==> src/clock_mode_map.svh <==
// register offsets, field positions, reset values and timing counts
`ifndef CLOCK_MODE_MAP_SVH
`define CLOCK_MODE_MAP_SVH

// ****************************************************************
// register byte offsets
// ****************************************************************
`define SYS_CLOCK_CTRL_OFS  8'h00
`define FAST_RC_CTRL_OFS    8'h04
`define FAST_XTAL_CTRL_OFS  8'h08
`define SLOW_XTAL_CTRL_OFS  8'h0C
`define MODE_STATUS_OFS     8'h10

// ****************************************************************
// field positions
// ****************************************************************
`define SYSCLK_SELECT_MSB   7
`define SYSCLK_SELECT_LSB   5
`define HIGH_SRC_SELECT_BIT 3
`define LOW_SRC_SELECT_BIT  2
`define HIGH_KEEP_BIT       1
`define LOW_KEEP_BIT        0
`define FAST_FREQ_MSB       3
`define FAST_FREQ_LSB       2
`define STABLE_BIT          1
`define ENABLE_BIT          0
`define RANGE_BIT           2
`define SPEEDUP_BIT         2
`define BUSY_BIT            3

// ****************************************************************
// reset values and codes
// ****************************************************************
`define SYSCLK_SELECT_RST   3'h0
`define SYSCLK_LOW_CODE     3'h7
`define FAST_FREQ_RST       2'h0
`define FAST_RC_EN_RST      1'h1

// ****************************************************************
// timing
// ****************************************************************
`define CLK_PERIOD_NS       50
`define SETTLE_NS           1000
`define SETTLE_CYC          ((`SETTLE_NS + `CLK_PERIOD_NS - 1) / `CLK_PERIOD_NS)
`define SWITCH_NS           200
`define SWITCH_CYC          ((`SWITCH_NS + `CLK_PERIOD_NS - 1) / `CLK_PERIOD_NS)

`endif

==> src/clock_mode_pkg.sv <==
// types shared by the clock and operating mode controller
package clock_mode_pkg;

    typedef enum logic [2:0] {
        MODE_RUN,
        MODE_SLEEP,
        MODE_IDLE_LOW_ONLY,
        MODE_IDLE_BOTH_CLOCKS,
        MODE_IDLE_HIGH_ONLY
    } mode_type;

    typedef enum logic [2:0] {
        REG_SYS,
        REG_FAST_RC,
        REG_FAST_XTAL,
        REG_SLOW_XTAL,
        REG_STATUS,
        REG_NONE
    } reg_sel_type;

    // oscillator settle tracking
    typedef struct packed {
        logic       stable;
        logic [4:0] cnt;
    } settle_type;

    typedef struct packed {
        logic [2:0] sel;
        logic       high_src;
        logic       low_src;
        logic       high_keep;
        logic       low_keep;
        logic [1:0] rc_freq;
        logic       rc_en;
        settle_type rc;
        logic       xt_range;
        logic       xt_en;
        settle_type xt;
        logic       sx_en;
        settle_type sx;
        logic [2:0] rdy_s1;
        logic [2:0] rdy_s2;
        mode_type   mode;
        logic [2:0] sel_app;
        logic       high_app;
        logic       low_app;
        logic [2:0] sw_cnt;
        logic       busy;
        logic [1:0] rc_freq_app;
        logic       cpu_run;
        logic       high_on;
        logic       low_on;
        logic       sys_on;
        logic       rc_run;
        logic       xt_run;
        logic       lrc_run;
        logic       sx_run;
        logic       pready;
        logic       pslverr;
        logic [7:0] rdata;
    } state_type;

endpackage

==> src/clock_mode_ctrl.sv <==
// system clock select and operating mode controller with apb registers
//
// Local design decisions: the APB interface to the registers and the register offsets.
`timescale 1ns/10ps
`include "clock_mode_map.svh"

module clock_mode_ctrl
    import clock_mode_pkg::*;
(
    input  wire logic        pclk,
    input  wire logic        presetn,
    input  wire logic        psel,
    input  wire logic        penable,
    input  wire logic        pwrite,
    input  wire logic [7:0]  paddr,
    input  wire logic [31:0] pwdata,
    output logic      [31:0] prdata,
    output logic             pready,
    output logic             pslverr,
    input  wire logic        halt_req,
    input  wire logic        wake_req,
    input  wire logic        watchdog_en,
    input  wire logic        crystal_pins_en,
    input  wire logic        fast_rc_ready,
    input  wire logic        fast_xtal_ready,
    input  wire logic        slow_xtal_ready,
    output logic             cpu_run,
    output logic             high_clk_on,
    output logic             low_clk_on,
    output logic             sysclk_on,
    output logic      [2:0]  sysclk_div_sel,
    output logic             high_src_applied,
    output logic             low_src_applied,
    output logic             clk_switch_busy,
    output logic             fast_rc_run,
    output logic      [1:0]  fast_rc_freq,
    output logic             fast_xtal_run,
    output logic             fast_xtal_range,
    output logic             slow_rc_run,
    output logic             slow_xtal_run
);

    // ****************************************************************
    // helpers
    // ****************************************************************
    function automatic reg_sel_type decode(input logic [7:0] addr);
        reg_sel_type r;
        r = REG_NONE;
        case (addr)
            `SYS_CLOCK_CTRL_OFS: r = REG_SYS;
            `FAST_RC_CTRL_OFS:   r = REG_FAST_RC;
            `FAST_XTAL_CTRL_OFS: r = REG_FAST_XTAL;
            `SLOW_XTAL_CTRL_OFS: r = REG_SLOW_XTAL;
            `MODE_STATUS_OFS:    r = REG_STATUS;
            default:             r = REG_NONE;
        endcase
        return r;
    endfunction

    // restart on enable, hold low while off, then wait for ready
    function automatic settle_type settle(input logic       start,
                                          input logic       en,
                                          input settle_type cur,
                                          input logic       rdy);
        settle_type n;
        n = cur;
        if (start || !en) begin
            n.stable = 1'b0;
            n.cnt    = 5'(`SETTLE_CYC);
        end else if (cur.cnt != 5'h00) begin
            n.cnt = cur.cnt - 5'h01;
        end else begin
            n.stable = rdy;
        end
        return n;
    endfunction

    // ****************************************************************
    // state
    // ****************************************************************
    state_type   q;
    state_type   d;
    reg_sel_type rsel;
    reg_sel_type wsel;
    logic        wr;
    logic        rc_start;
    logic        xt_start;
    logic        sx_start;
    logic        sel_chg;

    always_comb begin
        d        = q;
        rc_start = 1'b0;
        xt_start = 1'b0;
        sx_start = 1'b0;
        sel_chg  = 1'b0;
        wr       = psel && penable && q.pready && pwrite;
        rsel     = decode(paddr);
        wsel     = decode(paddr);
        d.rdy_s1 = {slow_xtal_ready, fast_xtal_ready, fast_rc_ready};
        d.rdy_s2 = q.rdy_s1;

        // apb: answer prepared in setup, pready high in access
        d.pready  = psel && !penable;
        d.pslverr = 1'b0;
        d.rdata   = 8'h00;
        if (psel && !penable) begin
            d.pslverr = (rsel == REG_NONE);
            case (rsel)
                REG_SYS: begin
                    d.rdata = {q.sel, 1'b0, q.high_src, q.low_src,
                               q.high_keep, q.low_keep};
                end
                REG_FAST_RC: begin
                    d.rdata = {4'h0, q.rc_freq, q.rc.stable, q.rc_en};
                end
                REG_FAST_XTAL: begin
                    d.rdata = {5'h00, q.xt_range, q.xt.stable, q.xt_en};
                end
                REG_SLOW_XTAL: begin
                    d.rdata = {5'h00, 1'b1, q.sx.stable, q.sx_en};
                end
                REG_STATUS: begin
                    d.rdata = {4'h0, q.sw_cnt != 3'h0, q.mode};
                end
                default: d.rdata = 8'h00;
            endcase
        end

        // ************************************************************
        // register writes
        // ************************************************************
        if (wr) begin
            case (wsel)
                REG_SYS: begin
                    sel_chg = (pwdata[`SYSCLK_SELECT_MSB:`SYSCLK_SELECT_LSB]
                               != q.sel)
                           || (pwdata[`HIGH_SRC_SELECT_BIT] != q.high_src)
                           || (pwdata[`LOW_SRC_SELECT_BIT] != q.low_src);
                    d.sel = pwdata[`SYSCLK_SELECT_MSB:`SYSCLK_SELECT_LSB];
                    d.high_src  = pwdata[`HIGH_SRC_SELECT_BIT];
                    d.low_src   = pwdata[`LOW_SRC_SELECT_BIT];
                    d.high_keep = pwdata[`HIGH_KEEP_BIT];
                    d.low_keep  = pwdata[`LOW_KEEP_BIT];
                end
                REG_FAST_RC: begin
                    d.rc_freq = pwdata[`FAST_FREQ_MSB:`FAST_FREQ_LSB];
                    d.rc_en   = pwdata[`ENABLE_BIT];
                    rc_start  = pwdata[`ENABLE_BIT] && (!q.rc_en
                        || pwdata[`FAST_FREQ_MSB:`FAST_FREQ_LSB]
                           != q.rc_freq);
                end
                REG_FAST_XTAL: begin
                    if (!(crystal_pins_en && q.xt_en)) begin
                        d.xt_range = pwdata[`RANGE_BIT];
                    end
                    d.xt_en  = pwdata[`ENABLE_BIT];
                    xt_start = pwdata[`ENABLE_BIT] && !q.xt_en;
                end
                REG_SLOW_XTAL: begin
                    d.sx_en  = pwdata[`ENABLE_BIT];
                    sx_start = pwdata[`ENABLE_BIT] && !q.sx_en;
                end
                default: begin
                end
            endcase
        end

        // ************************************************************
        // oscillator stable flags
        // ************************************************************
        d.rc = settle(rc_start, d.rc_en, q.rc, q.rdy_s2[0]);
        d.xt = settle(xt_start, d.xt_en, q.xt, q.rdy_s2[1]);
        d.sx = settle(sx_start, d.sx_en, q.sx, q.rdy_s2[2]);
        if (d.rc.stable && !q.rc.stable) begin
            d.rc_freq_app = q.rc_freq;
        end

        // ************************************************************
        // clock switching delay
        // ************************************************************
        if (sel_chg) begin
            d.sw_cnt = 3'(`SWITCH_CYC);
        end else if (q.sw_cnt != 3'h0) begin
            d.sw_cnt = q.sw_cnt - 3'h1;
            if (q.sw_cnt == 3'h1) begin
                d.sel_app  = q.sel;
                d.high_app = q.high_src;
                d.low_app  = q.low_src;
            end
        end
        d.busy = (d.sw_cnt != 3'h0);

        // ************************************************************
        // operating mode
        // ************************************************************
        case (q.mode)
            MODE_RUN: begin
                if (halt_req) begin
                    case ({q.high_keep, q.low_keep})
                        2'b00:   d.mode = MODE_SLEEP;
                        2'b01:   d.mode = MODE_IDLE_LOW_ONLY;
                        2'b11:   d.mode = MODE_IDLE_BOTH_CLOCKS;
                        default: d.mode = MODE_IDLE_HIGH_ONLY;
                    endcase
                end
            end
            MODE_SLEEP,
            MODE_IDLE_LOW_ONLY,
            MODE_IDLE_BOTH_CLOCKS,
            MODE_IDLE_HIGH_ONLY: begin
                if (wake_req) begin
                    d.mode = MODE_RUN;
                end
            end
            default: d.mode = MODE_RUN;
        endcase

        // ************************************************************
        // clock and oscillator gating outputs
        // ************************************************************
        d.cpu_run = (d.mode == MODE_RUN);
        case (d.mode)
            MODE_RUN: begin
                // fast: high clock on; slow: per source enable
                d.high_on = (d.sel_app != `SYSCLK_LOW_CODE)
                    || (d.high_app ? d.xt_en : d.rc_en);
                d.low_on  = 1'b1;
                d.sys_on  = 1'b1;
            end
            MODE_IDLE_LOW_ONLY: begin
                d.high_on = 1'b0;
                d.low_on  = 1'b1;
                d.sys_on  = (d.sel_app == `SYSCLK_LOW_CODE);
            end
            MODE_IDLE_BOTH_CLOCKS: begin
                d.high_on = 1'b1;
                d.low_on  = 1'b1;
                d.sys_on  = 1'b1;
            end
            MODE_IDLE_HIGH_ONLY: begin
                d.high_on = 1'b1;
                d.low_on  = 1'b0;
                d.sys_on  = (d.sel_app != `SYSCLK_LOW_CODE);
            end
            default: begin
                d.high_on = 1'b0;
                d.low_on  = 1'b0;
                d.sys_on  = 1'b0;
            end
        endcase
        d.rc_run  = d.rc_en && (d.cpu_run || d.high_keep);
        d.xt_run  = d.xt_en && (d.cpu_run || d.high_keep);
        d.sx_run  = d.sx_en && (d.cpu_run || d.low_keep);
        d.lrc_run = (d.mode != MODE_SLEEP) || watchdog_en;
    end

    always_ff @(posedge pclk or negedge presetn) begin
        if (!presetn) begin
            q             <= '0;
            q.sel         <= `SYSCLK_SELECT_RST;
            q.sel_app     <= `SYSCLK_SELECT_RST;
            q.rc_freq     <= `FAST_FREQ_RST;
            q.rc_freq_app <= `FAST_FREQ_RST;
            q.rc_en       <= `FAST_RC_EN_RST;
            q.rc.cnt      <= 5'(`SETTLE_CYC);
            q.xt.cnt      <= 5'(`SETTLE_CYC);
            q.sx.cnt      <= 5'(`SETTLE_CYC);
            q.mode        <= MODE_RUN;
            q.cpu_run     <= 1'b1;
            q.high_on     <= 1'b1;
            q.low_on      <= 1'b1;
            q.sys_on      <= 1'b1;
            q.rc_run      <= 1'b1;
            q.lrc_run     <= 1'b1;
        end else begin
            q <= d;
        end
    end

    // ****************************************************************
    // outputs
    // ****************************************************************
    assign prdata           = {24'h000000, q.rdata};
    assign pready           = q.pready;
    assign pslverr          = q.pslverr;
    assign cpu_run          = q.cpu_run;
    assign high_clk_on      = q.high_on;
    assign low_clk_on       = q.low_on;
    assign sysclk_on        = q.sys_on;
    assign sysclk_div_sel   = q.sel_app;
    assign high_src_applied = q.high_app;
    assign low_src_applied  = q.low_app;
    assign clk_switch_busy  = q.busy;
    assign fast_rc_run      = q.rc_run;
    assign fast_rc_freq     = q.rc_freq_app;
    assign fast_xtal_run    = q.xt_run;
    assign fast_xtal_range  = q.xt_range;
    assign slow_rc_run      = q.lrc_run;
    assign slow_xtal_run    = q.sx_run;
endmodule // clock_mode_ctrl

==> config.mk <==
export PLATFORM = sky130hd
export DESIGN_NAME = clock_mode_ctrl
export DESIGN_NICKNAME = d
export VERILOG_FILES = /design/src/clock_mode_pkg.sv /design/src/clock_mode_ctrl.sv
export VERILOG_INCLUDE_DIRS = /design/src /design/src/src
export SDC_FILE = /design/constraint.sdc
export NUM_CORES = 1
export LEC_CHECK = 0
export BUFFER_PORTS_ARGS = -buffer_cell sky130_fd_sc_hd__buf_2
export CAP_MARGIN = 5
export CORE_MARGIN = 2
export CORE_UTILIZATION = 45
export DETAILED_ROUTE_END_ITERATION = 8
export GPL_TIMING_DRIVEN = 0
export HOLD_SLACK_MARGIN = 0.03
export PLACE_DENSITY = 0.72
export SETUP_SLACK_MARGIN = 0.1
export SYNTH_ARGS = -nofsm -noshare
export SYNTH_HDL_FRONTEND = slang
export SYNTH_SLANG_ARGS = --single-unit
==> constraint.sdc <==
create_clock -name pclk -period 5.2 [get_ports pclk]
set_input_delay 0 -clock pclk [delete_from_list [all_inputs] [get_ports pclk]]
set_output_delay 0 -clock pclk [all_outputs]
set_load 0.01 [all_outputs]
==> results.toml <==
[run_status]
status = "complete, no violations"

[cts]
cts.sinks = 68
cts_hold_buf = 13
clock_latency_ns = 0.33
cts-root-buf = "clkbuf_8"
cts_tree = "done"
post_cts_buffers = 0
clock_path_buffers = 2
cts-resized-gates = 0
clk_pin_slew_ns = 0.07
cts_buffers = 9
htree_levels = 3

[yosys]
synthFlopType = "dfrtp_1"
synth-warning-count = 0
synthArstFlopShare = 1.00
yosysSeqAreaShare = 0.510
syn_area_per_cell_sq_um = 11.2
ys_ff_latch = 68
postSynthCellCount = 300
synth-edff-count = 0
ys_types = 53
syn_area_sq_um = 3370

[critical_path]
crit_arrival_ns = 2.65
cp.required_ns = 5.47
worstSetupPathType = "reg2reg"
crit_path_max_fanout = 6
startpoint_type = "register"
end_kind = "register"

[job]
timing.max_cap.violations = 0

[pwr]
peakVddDrop_mv = 0.128
power.leakage_nw = 2.06
power.density_nw_per_um2 = 282

[die]
rows = 31
core_sq_um = 7250
start_util = 0.464
die_w_um = 90.5
num_io_pins = 103
die_h_um = 90.5
die_area_sq_um = 8190

[global_routing]
grt_max_degree = 69
grt_usage = 0.163
grt_pass1_wl_mm = 10.5
first_global_vias = 2228
grt_overflow = 0
antenna_found_initial = 0

[detailed_routing]
routedWlPerCell_um = 12.4
first_pass_iters = 4
drc = 0
wl_mm = 6.24
drt_iter0_drc = 70
viasPerCell = 4.66
vias = 2340
drt.antenna.violating_nets = 0

[sta]
fmaxAchievable_ghz = 0.419
fin_crit_sh = 0.459
finalClockSkew_ns = 0.00840
rsz0062_at_grt = "false"
tns_ns = 0
hold_viol_final = 0
tightest_slew_ns = 0.841
setup_violations = 0
min_period_ns = 2.39
relSlewSlack = 0.439
drv_slew = 0

[hold_path]
min_path_type = "in2reg"

[layout]
final_util = 0.573
stdcell_area_sq_um = 4160
areaGrowthSynthToFinish_pct = 23.4
nNetsFinal = 460
drive_gt1_frac = 0.362
fill_cells = 613
n_antenna_cell = 0

[placed_design]
placed_area_sq_um = 3840
io_buffers = 51
gp_congestion = 0.799
place_hpwl_mm = 4.49
[path summary, 6_finish.rpt]
kind	cells past startpoint	end	from	slack [ns]
max	8	sysclk_on$_DFF_PN1_	q[21]$_DFF_PN0_	2.81
min	2	q[62]$_DFF_PN0_	pwdata[0]	0.04
max reg2reg	8	sysclk_on$_DFF_PN1_	q[21]$_DFF_PN0_	2.81
min reg2reg	0	q[32]$_DFF_PN0_	d[32]$_DFF_PN0_	0.35
max in group asynchronous	2	q[68]$_DFFE_PN0P_	presetn	4.33
min in group asynchronous	2	q[63]$_DFF_PN0_	presetn	0.32
[kinds of logic after synthesis]
logic type	Yosys count	synth area share
compound gates	38	0.0788
fa+ha+maj	9	0.0334
buf+inv	58	0.109
simple gates	83	0.137
xor+xnor	15	0.0390
flops	68	0.510
other cells	1	0.00111
mux	28	0.0922
[state kept, by name, indices dropped and copies added (netlist names)]
name	count
q	39
prdata	7
d	3
sysclk_div_sel	3
fast_rc_freq	2
clk_switch_busy	1
cpu_run	1
fast_rc_run	1
fast_xtal_range	1
fast_xtal_run	1
high_clk_on	1
high_src_applied	1
low_clk_on	1
low_src_applied	1
pready	1
pslverr	1
slow_rc_run	1
slow_xtal_run	1
sysclk_on	1
[cells in the mapped netlist, drive strengths merged (2+ instances only)]
cell type / instances / area share
nor2: 32 / 0.036
a221oi: 2 / 0.0052
and3: 4 / 0.0074
xor2: 5 / 0.013
or3: 3 / 0.0056
a22oi: 2 / 0.0045
ha: 9 / 0.033
o21ai: 6 / 0.010
mux2: 21 / 0.071
a21oi: 12 / 0.021
xnor2: 10 / 0.026
nor2b: 2 / 0.0037
a211o: 4 / 0.010
nor3b: 4 / 0.0089
mux2i: 7 / 0.021
buf: 39 / 0.087
nand2: 8 / 0.0097
nand3: 4 / 0.0059
and2: 2 / 0.0037
nor3: 14 / 0.024
a21o: 3 / 0.0067
dfstp: 13 / 0.10
dfrtp: 55 / 0.41
a31oi: 2 / 0.0037
inv: 18 / 0.020
nor4: 3 / 0.014
[metrics by stage]
stage / instances / total power [W] / setup WS [ns] / hold slack [ns]
4_1_cts: 502 / 0.00119 / 2.80 / 0.0337
3_3_place_gp: 474 / 0.000764 / 2.89 / 0.109
3_5_place_dp: 474 / 0.000771 / 2.82 / 0.110
6_report: 502 / 0.00117 / 2.81 / 0.0443
2_1_floorplan: 324 / 0.000713 / 3.08 / -0.296
5_1_grt: 502 / 0.00124 / 2.70 / 0.0530
[where the power goes]
| group | total (W) | switching, W | internal [W] | leakage [nW] |
|---|---|---|---|---|
| clock network | 0.000402 | 0.000180 | 0.000222 | 0.0986 |
| registers | 0.000577 | 0.0000169 | 0.000560 | 0.876 |
| logic | 0.000193 | 0.000104 | 0.0000888 | 1.09 |
[cells in the final DEF, fill, tap and decap left out, types with 10 or more instances in the layout]
master          n
conb_1         25
a21oi_1        11
inv_1          18
buf_4          38
mux2_2         19
dlygate4sd3_1  13
dfrtp_1        55
nor3_1         12
clkbuf_8       13
nor2_1         31
xnor2_1        10
dfstp_2        13
buf_2          51
[per-layer routing]
metal	up-vias	routed length, um	global-route usage
met2	77	2950	0.260
met3	9	330	0.0334
met4	0	120	0.0782
met5	-	0	0
li1	1159	-	-
met1	1095	2830	0.211
[critical path: stages (launching register included)]
cell	delay (ns)
dfrtp_1	0.42
inv_1	0.09
ha_1	0.22
or3b_1	0.43
nor3_2	0.28
a21oi_4	0.13
mux2i_1	0.28
mux2_1	0.36
o21ai_2	0.11
[layout make-up]
cell class,instances,area (sq um),area share
flip-flops and latches,68,1720,0.413
multi-input cells,198,1370,0.331
repair buffers,64,388,0.0933
plain buffers,40,298,0.0716
clock buffers,14,183,0.0439
well taps,99,124,0.0298
inverters,18,67.6,0.0163
clock inverters,1,5.00,0.00120
Note: power is estimated with default switching activity, not from simulation.
